<file path="src/gpio_cfg_defs.svh">
// gpio_cfg_defs.svh: offsets, indexes, field masks and reset values of the
// gpio configuration register block.
// assumes inclusion by bare name from the package and the design module.
`ifndef GPIO_CFG_DEFS_SVH
`define GPIO_CFG_DEFS_SVH

// ----------------------------------------------------------------------------
// bus byte offsets (one aligned 32-bit word each)
// ----------------------------------------------------------------------------
`define OFS_CFG_CTRL   8'h00
`define OFS_CFG_INDEX  8'h04
`define OFS_CFG_DATA   8'h08
`define OFS_PORT3_OUT  8'h0C
`define OFS_PORT4_OUT  8'h10
`define OFS_PORT3_IN   8'h14
`define OFS_PORT4_IN   8'h18
`define OFS_MISC_CTRL  8'h1C

// ----------------------------------------------------------------------------
// indexes loaded into the config index register
// ----------------------------------------------------------------------------
`define IDX_PORT3_DIR  8'h35
`define IDX_PORT3_POL  8'h36
`define IDX_PORT4_DIR  8'h37
`define IDX_PORT4_POL  8'h38
`define IDX_PORT1_OTYP 8'h39

// ----------------------------------------------------------------------------
// fields and reset values
// ----------------------------------------------------------------------------
`define OTYP_WR_MASK   8'hCE
`define REG8_RESET     8'h00
`define PIN_OE_N_RESET 8'hFF
`define CTRL_CFG_BIT   0
`define MISC_FLOPPY_BIT 0
`define MISC_ALT_BIT   1
`define OTYP_ALT_BIT   1
`define RESP_OKAY      2'h0
`define RESP_SLVERR    2'h2

`endif

</file>
<file path="src/gpio_cfg_pkg.sv">
// gpio_cfg_pkg.sv: state type of the gpio configuration register block.
// assumes gpio_cfg_defs.svh is on the include path.
`include "gpio_cfg_defs.svh"

package gpio_cfg_pkg;

   // ----------------------------------------------------------------------------
   // whole state of the block, one flop vector
   // ----------------------------------------------------------------------------
   typedef struct packed {
      logic        cfg_state;
      logic [7:0]  index;
      logic [7:0]  dir3;
      logic [7:0]  pol3;
      logic [7:0]  dir4;
      logic [7:0]  pol4;
      logic [7:0]  otype1;
      logic [7:0]  out3;
      logic [7:0]  out4;
      logic        floppy_opt;
      logic        alt_sel;
      logic [7:0]  s1_3;
      logic [7:0]  s2_3;
      logic [7:0]  s3_3;
      logic [7:0]  in3;
      logic [7:0]  s1_4;
      logic [7:0]  s2_4;
      logic [7:0]  s3_4;
      logic [7:0]  in4;
      logic        aw_have;
      logic [7:0]  aw_addr;
      logic        w_have;
      logic [31:0] w_data;
      logic [3:0]  w_strb;
      logic        awready;
      logic        wready;
      logic        bvalid;
      logic [1:0]  bresp;
      logic        arready;
      logic        rvalid;
      logic [1:0]  rresp;
      logic [31:0] rdata;
      logic [7:0]  pin3_o;
      logic [7:0]  pin3_oe_n;
      logic [7:0]  pin4_o;
      logic [7:0]  pin4_oe_n;
      logic [7:0]  p1_od;
   } gpio_state_s;

endpackage : gpio_cfg_pkg

</file>
<file path="src/gpio_port_config_regs.sv">
// gpio_port_config_regs.sv: port 3 / port 4 direction and polarity, port 1
// output type, reached over axi4-lite through a config index register.
// assumes one clock, synchronous active-high reset, pins from outside.
`timescale 1ns/10ps
`include "gpio_cfg_defs.svh"

module gpio_port_config_regs (
   // clock and reset
   input  wire logic        core_clk_i,
   input  wire logic        rst_i,
   // axi4-lite write address
   input  wire logic        awvalid_i,
   output logic             awready_o,
   input  wire logic [7:0]  awaddr_i,
   // axi4-lite write data
   input  wire logic        wvalid_i,
   output logic             wready_o,
   input  wire logic [31:0] wdata_i,
   input  wire logic [3:0]  wstrb_i,
   // axi4-lite write response
   output logic             bvalid_o,
   input  wire logic        bready_i,
   output logic [1:0]       bresp_o,
   // axi4-lite read address
   input  wire logic        arvalid_i,
   output logic             arready_o,
   input  wire logic [7:0]  araddr_i,
   // axi4-lite read data
   output logic             rvalid_o,
   input  wire logic        rready_i,
   output logic [31:0]      rdata_o,
   output logic [1:0]       rresp_o,
   // port 3 pins
   input  wire logic [7:0]  port3_pins_i,
   output logic [7:0]       port3_pins_o,
   output logic [7:0]       port3_pins_oe_n_o,
   // port 4 pins
   input  wire logic [7:0]  port4_pins_i,
   output logic [7:0]       port4_pins_o,
   output logic [7:0]       port4_pins_oe_n_o,
   // port 1 driver type, 1 = open drain
   output logic [7:0]       port1_open_drain_o
);

   gpio_cfg_pkg::gpio_state_s s_r;
   gpio_cfg_pkg::gpio_state_s s_nxt;
   logic                      do_wr;

   // direction registers clear to zero, so every pin must leave reset as an input with its enable high
   localparam gpio_cfg_pkg::gpio_state_s rst_state = '{
      pin3_oe_n: `PIN_OE_N_RESET,
      pin4_oe_n: `PIN_OE_N_RESET,
      default:   '0
   };

   // ----------------------------------------------------------------------------
   // next state
   // ----------------------------------------------------------------------------

   // a write is carried out once both address and data are held
   assign do_wr = s_r.aw_have & s_r.w_have;

   always_comb begin
      logic [7:0]  wd;
      logic        wb0;
      logic        idx_ok;
      logic [31:0] rd;
      logic [1:0]  rr;
      wd     = s_r.w_data[7:0];
      wb0    = s_r.w_strb[0];
      rd     = 32'h0000_0000;
      rr     = `RESP_OKAY;
      s_nxt  = s_r;
      // index is only honoured for the five known registers in config state
      idx_ok = s_r.cfg_state & ((s_r.index == `IDX_PORT3_DIR) | (s_r.index == `IDX_PORT3_POL) |
                                (s_r.index == `IDX_PORT4_DIR) | (s_r.index == `IDX_PORT4_POL) |
                                (s_r.index == `IDX_PORT1_OTYP));

      // address and data are taken in either order and held
      if (awvalid_i && s_r.awready) begin
         s_nxt.aw_have = 1'b1;
         s_nxt.aw_addr = awaddr_i;
      end
      if (wvalid_i && s_r.wready) begin
         s_nxt.w_have = 1'b1;
         s_nxt.w_data = wdata_i;
         s_nxt.w_strb = wstrb_i;
      end
      if (s_r.bvalid && bready_i) begin
         s_nxt.bvalid = 1'b0;
      end

      // register writes; only the low byte lane carries data
      if (do_wr) begin
         s_nxt.aw_have = 1'b0;
         s_nxt.w_have  = 1'b0;
         s_nxt.bvalid  = 1'b1;
         s_nxt.bresp   = `RESP_OKAY;
         unique case (s_r.aw_addr)
            `OFS_CFG_CTRL: begin
               if (wb0) s_nxt.cfg_state = wd[`CTRL_CFG_BIT];
            end
            `OFS_CFG_INDEX: begin
               if (wb0) s_nxt.index = wd;
            end
            `OFS_CFG_DATA: begin
               if (!idx_ok) begin
                  s_nxt.bresp = `RESP_SLVERR;
               end else if (wb0) begin
                  unique case (s_r.index)
                     `IDX_PORT3_DIR: s_nxt.dir3   = wd;
                     `IDX_PORT3_POL: s_nxt.pol3   = wd;
                     `IDX_PORT4_DIR: s_nxt.dir4   = wd;
                     `IDX_PORT4_POL: s_nxt.pol4   = wd;
                     default:        s_nxt.otype1 = wd & `OTYP_WR_MASK;
                  endcase
               end
            end
            `OFS_PORT3_OUT: begin
               if (wb0) s_nxt.out3 = wd;
            end
            `OFS_PORT4_OUT: begin
               if (wb0) s_nxt.out4 = wd;
            end
            `OFS_MISC_CTRL: begin
               if (wb0) begin
                  s_nxt.floppy_opt = wd[`MISC_FLOPPY_BIT];
                  s_nxt.alt_sel    = wd[`MISC_ALT_BIT];
               end
            end
            `OFS_PORT3_IN, `OFS_PORT4_IN: begin
               s_nxt.bresp = `RESP_OKAY; // read-only, write ignored
            end
            default: s_nxt.bresp = `RESP_SLVERR;
         endcase
      end

      // register reads
      unique case (araddr_i)
         `OFS_CFG_CTRL:  rd[0]   = s_r.cfg_state;
         `OFS_CFG_INDEX: rd[7:0] = s_r.index;
         `OFS_CFG_DATA: begin
            if (!idx_ok) begin
               rr = `RESP_SLVERR;
            end else begin
               unique case (s_r.index)
                  `IDX_PORT3_DIR: rd[7:0] = s_r.dir3;
                  `IDX_PORT3_POL: rd[7:0] = s_r.pol3;
                  `IDX_PORT4_DIR: rd[7:0] = s_r.dir4;
                  `IDX_PORT4_POL: rd[7:0] = s_r.pol4;
                  default:        rd[7:0] = s_r.otype1 & `OTYP_WR_MASK;
               endcase
            end
         end
         `OFS_PORT3_OUT: rd[7:0] = s_r.out3;
         `OFS_PORT4_OUT: rd[7:0] = s_r.out4;
         `OFS_PORT3_IN:  rd[7:0] = s_r.in3 ^ s_r.pol3;
         `OFS_PORT4_IN:  rd[7:0] = s_r.in4 ^ s_r.pol4;
         `OFS_MISC_CTRL: rd[1:0] = {s_r.alt_sel, s_r.floppy_opt};
         default:        rr      = `RESP_SLVERR;
      endcase
      if (arvalid_i && s_r.arready) begin
         s_nxt.rvalid = 1'b1;
         s_nxt.rdata  = rd;
         s_nxt.rresp  = rr;
      end else if (s_r.rvalid && rready_i) begin
         s_nxt.rvalid = 1'b0;
      end

      // one write and one read in flight; ready drops while an answer waits
      s_nxt.awready = ~s_nxt.aw_have & ~s_nxt.bvalid;
      s_nxt.wready  = ~s_nxt.w_have & ~s_nxt.bvalid;
      s_nxt.arready = ~s_nxt.rvalid;

      // three-stage pin sampling; a bit moves only when stages two and three agree
      s_nxt.s1_3 = port3_pins_i;
      s_nxt.s2_3 = s_r.s1_3;
      s_nxt.s3_3 = s_r.s2_3;
      s_nxt.in3  = (s_r.s2_3 & ~(s_r.s2_3 ^ s_r.s3_3)) | (s_r.in3 & (s_r.s2_3 ^ s_r.s3_3));
      s_nxt.s1_4 = port4_pins_i;
      s_nxt.s2_4 = s_r.s1_4;
      s_nxt.s3_4 = s_r.s2_4;
      s_nxt.in4  = (s_r.s2_4 & ~(s_r.s2_4 ^ s_r.s3_4)) | (s_r.in4 & (s_r.s2_4 ^ s_r.s3_4));

      // pin drive follows the new register values in the same edge
      s_nxt.pin3_o    = s_nxt.out3 ^ s_nxt.pol3;
      s_nxt.pin3_oe_n = ~s_nxt.dir3;
      s_nxt.pin4_o    = s_nxt.out4 ^ s_nxt.pol4;
      s_nxt.pin4_oe_n = ~s_nxt.dir4;
      s_nxt.p1_od     = s_nxt.otype1 & `OTYP_WR_MASK;
      if (s_nxt.alt_sel) begin
         s_nxt.p1_od[`OTYP_ALT_BIT] = s_nxt.floppy_opt;
      end
   end

   // ----------------------------------------------------------------------------
   // state register
   // ----------------------------------------------------------------------------

   // registers clear to zero; only the pin enables sit high so no pin drives during reset
   always_ff @(posedge core_clk_i) begin
      if (rst_i) begin
         s_r <= rst_state;
      end else begin
         s_r <= s_nxt;
      end
   end

   // outputs taken straight from the state flops
   assign awready_o          = s_r.awready;
   assign wready_o           = s_r.wready;
   assign bvalid_o           = s_r.bvalid;
   assign bresp_o            = s_r.bresp;
   assign arready_o          = s_r.arready;
   assign rvalid_o           = s_r.rvalid;
   assign rdata_o            = s_r.rdata;
   assign rresp_o            = s_r.rresp;
   assign port3_pins_o       = s_r.pin3_o;
   assign port3_pins_oe_n_o  = s_r.pin3_oe_n;
   assign port4_pins_o       = s_r.pin4_o;
   assign port4_pins_oe_n_o  = s_r.pin4_oe_n;
   assign port1_open_drain_o = s_r.p1_od;
endmodule : gpio_port_config_regs

</file>
<file path="config.mk">
export PLATFORM = sky130hd
export DESIGN_NAME = gpio_port_config_regs
export DESIGN_NICKNAME = d
export VERILOG_FILES = /design/src/gpio_cfg_pkg.sv /design/src/gpio_port_config_regs.sv
export VERILOG_INCLUDE_DIRS = /design/src
export SDC_FILE = /design/constraint.sdc
export NUM_CORES = 1
export LEC_CHECK = 0
export ABC_AREA = 1
export BUFFER_PORTS_ARGS = -buffer_cell sky130_fd_sc_hd__buf_2
export CORE_MARGIN = 5
export CORE_UTILIZATION = 44
export CTS_CLUSTER_DIAMETER = 200
export CTS_CLUSTER_SIZE = 16
export DETAILED_ROUTE_END_ITERATION = 10
export GPL_TIMING_DRIVEN = 0
export PLACE_DENSITY = 0.77
export SLEW_MARGIN = 20
export SYNTH_ARGS = -nofsm -noshare
export SYNTH_HDL_FRONTEND = slang
export SYNTH_SLANG_ARGS = --single-unit
</file>
<file path="constraint.sdc">
create_clock -name core_clk_i -period 4.8 [get_ports core_clk_i]
set_clock_uncertainty 0.1 [all_clocks]
set_input_delay 1.44 -clock core_clk_i [delete_from_list [all_inputs] [get_ports core_clk_i]]
set_output_delay 1.44 -clock core_clk_i [all_outputs]
set_load 0.05 [all_outputs]
</file>
==> summary.md <==
| Metric | Value |
|---|---|
| Hold path depth | 2 |
| Leakage Power | 4.52 nW |
| RR Endpoint | port3_pins_o[0]$_SDFF_PP0_ |
| Fin. Hold Viols | 0 |
| Total Power | between 3 and 4 mW |
| Clock Latency Late Sink | around 440 ps |
| Synth-to-Final Area Change | 18.3% |
| Hold wc startpoint | s_nxt[145]$_SDFF_PP0_ |
| DRT iter0 DRCs | about 810 |
| End of the worst hold path | s_nxt[137]$_SDFF_PP0_ |
| First-pass GRT wire length | roughly 37,000 microns |
| Critical-path cell list | buf_2 > inv_1 > nand2_1 > nor3_1 > nand3_1 > o211ai_1 > nor2_1 > nand2_1 > nand2_1 > a21oi_1 |
| Total track usage | ~22% |
| WS Path Type | in -> reg |
| Biggest fanout along the worst timing path | 9 |
| Ys Warns | 0 |
| Antenna viol nets, final | 0 |
| Clk slew on worst S/H paths | around 70 ps |
| Max-cap viol count | 0 |
| Post-Syn Area | between 0.008 and 0.009 sq mm |
| Post_cts resized | 0 |
| Peak supply drop | ~0.00026 V |
| Place WS | around 1300 ps |
| I/O pins | ~160 |
| DP HPWL | approximately 18,000 microns |
| Min Tclk post-route | 3070 ps |
| WL/cell | between 15 and 20 microns |
| GRT overflow | 0 |
| Slew Limit Fails | 0 |
| # H-tree levels | 4 |
| Core Rows | 50 |
| WL met3 | between 1500 and 2000 microns |
| Num CTS Buffers | 17 |
| Die area | about 0.022 sq mm |
| Vias per inst | 4.88 |
| RD Place Congestion | roughly 1.0 |
| Reg2reg setup slack | approximately 2100 ps |
| Initial antenna violation count | 1 |
| Vias | between 7,000 and 8,000 |
| Register area share after synthesis | approximately 46% |
| Critical Path RT | ~5100 ps |
| Hold-fix buffer count after cts | 0 |
| Highest routed layer | met5 |
| Met1 Wirelength | slightly above 10,000 microns |
| Setup TNS | 0 ps |
| Layout cell share with drive strength beyond 1 | roughly 22% |
| Die W | about 150 microns |
| Fin crit share | around 64% |
| Starting density of the core | about 45% |
| Met2 Wirelength | 11,300 microns |
| Worst slew pin tran | between 1000 and 1500 ps |
| Reg2reg start | s_r[118]$_SDFFE_PP0P_ |
| Pwr dens | about 340 mW/mm^2 |
| Critical Path AT | between 3000 and 4000 ps |
| Nature of the critical path startpoint | input pin |
| Antenna Cells | 0 |
| Worst r2r path cells | 9 |
| Drt pass-1 iters | 8 |
| Outcome | complete, no violations |
| IO buf count | just under 100 |
| Critical path's slowest cell | nor3_1 |
| CP most frequent cell | nand2_1 |
| DRC viols | 0 |
| Finished Core Util | a little over half |
| Gate Count Post-Synth | 1,121 |
| Final setup fails | 0 |
| Clock Path Buffers | 2 |
| Final nets | 1,341 |
| Hold Crit Class | reg -> reg |
| Die H | 149 microns |
| CTS root buffer | clkbuf_16 |
| Core box area | 0.0188 sq mm |
| RSZ-0062 raised after global routing | no |
| CTS tree | yes |
| Post-synthesis area per instance | 7.55 sq um |
| Vias in the first global route | a little under 7,000 |
| FF+latch count, synth | approximately 200 |
| Total Wirelength | between 20,000 and 25,000 microns |
| Synth unique cells | 37 |
| FMAX | between 300 and 400 MHz |
| Worst slew margin | around 22% |
| Worst setup EP type | register |
| Post-CTS Repair Setup Buffers | 0 |
| TritonCTS Sinks | roughly 200 |
| PnR worst setup slack | about 1700 ps |
| Largest net degree at the start of global routing | 19 |
| CP max stage delay | between 900 and 1000 ps |
## per-stage QoR
step,hold WS (ps),area [sq um],instances
floorplan,288,8560,1149
global placement,289,9380,1507
global route,312,10000,1539
CTS,299,10000,1539
finish,301,10000,1539
detailed placement,294,9380,1507
## worst max-delay path, delay by kind of cell
kind | cells | cell delay, ps
AO/OA/AOI/OAI | 2 | 270
buffers and inverters | 2 | 130
AND/OR/NAND/NOR | 6 | 1500
## layout by cell type (no fill, tap or decap), types with 6 or more instances in the layout
cell       instances
nor2_1           202
dfxtp_1          195
nand2_1          154
inv_1            127
buf_2            103
nand3_1           99
buf_4             79
o21ai_0           68
a21oi_1           44
conb_1            29
o22ai_1           24
nor2_2            18
clkbuf_1          17
clkbuf_16         17
xnor2_1           13
nand2_2           10
a211oi_1           8
inv_2              6
nand2_4            6
nor2_4             6
## layer usage
layer,GRT usage (%),vias up
met5,0,-
met4,8.36,2
met3,5.18,55
met2,35.9,335
met1,28.5,3384
li1,-,3728
## synth_stat cells, drive strengths merged
cell	n	share of area, %
a211oi	8	0.71
a21oi	44	2.6
a311oi	2	0.21
a41oi	1	0.10
buf	93	8.2
clkbuf	18	0.84
clkinv	2	0.089
conb	1	0.044
dfxtp	195	46
inv	134	6.0
nand2	171	8.6
nand2b	1	0.074
nand3	99	5.9
nand3b	2	0.37
nand4	3	0.30
nor2	226	11
nor3	10	1.0
o211ai	3	0.27
o21ai	68	4.0
o22ai	24	1.8
xnor2	13	1.3
xor2	3	0.31
## worst max path at each step
stage,start,endpoint,cells after the start
floorplan,araddr_i[0],rdata_o[5]$_SDFFE_PP0P_,9
global placement,araddr_i[0],rdata_o[2]$_SDFFE_PP0P_,10
detailed placement,araddr_i[0],rdata_o[2]$_SDFFE_PP0P_,10
CTS,araddr_i[0],rdata_o[2]$_SDFFE_PP0P_,10
global route,araddr_i[1],rdata_o[7]$_SDFFE_PP0P_,10
finish,araddr_i[0],rdata_o[2]$_SDFFE_PP0P_,10
## cells by family after synthesis
kind of cell	share of synthesized area (%)
simple gates	27.3
other cells	0.0443
compound gates	9.69
xor+xnor	1.66
flops	46.2
buf+inv	15.1
## where the power goes
part	total [mW]	switching (mW)	internal [mW]
combinational	0.237	0.172	0.0642
clock	1.52	0.663	0.854
sequential	1.68	0.0257	1.65
total	3.43	0.861	2.57
## area by class of cell
type,instances,area [sq um]
clock inverter,14,191
sequential,195,3900
fill,1792,8820
multi-input combinational,707,3380
clock buffer,18,439
inverter,136,518
timing repair buffer,98,490
buffer,111,761
tap,260,325
## registers in the layout, summed over array words and instances (netlist names), named ones only
name and count:
rresp_o 1, port4_pins_oe_n_o 8, port1_open_drain_o 1, awready_o 1, port3_pins_oe_n_o 8, bvalid_o 1
rvalid_o 1, s_r 99, port4_pins_o 8, port3_pins_o 8, s_nxt 32, wready_o 1
rdata_o 8, bresp_o 1, arready_o 1
(Power assumes the default switching activity.)
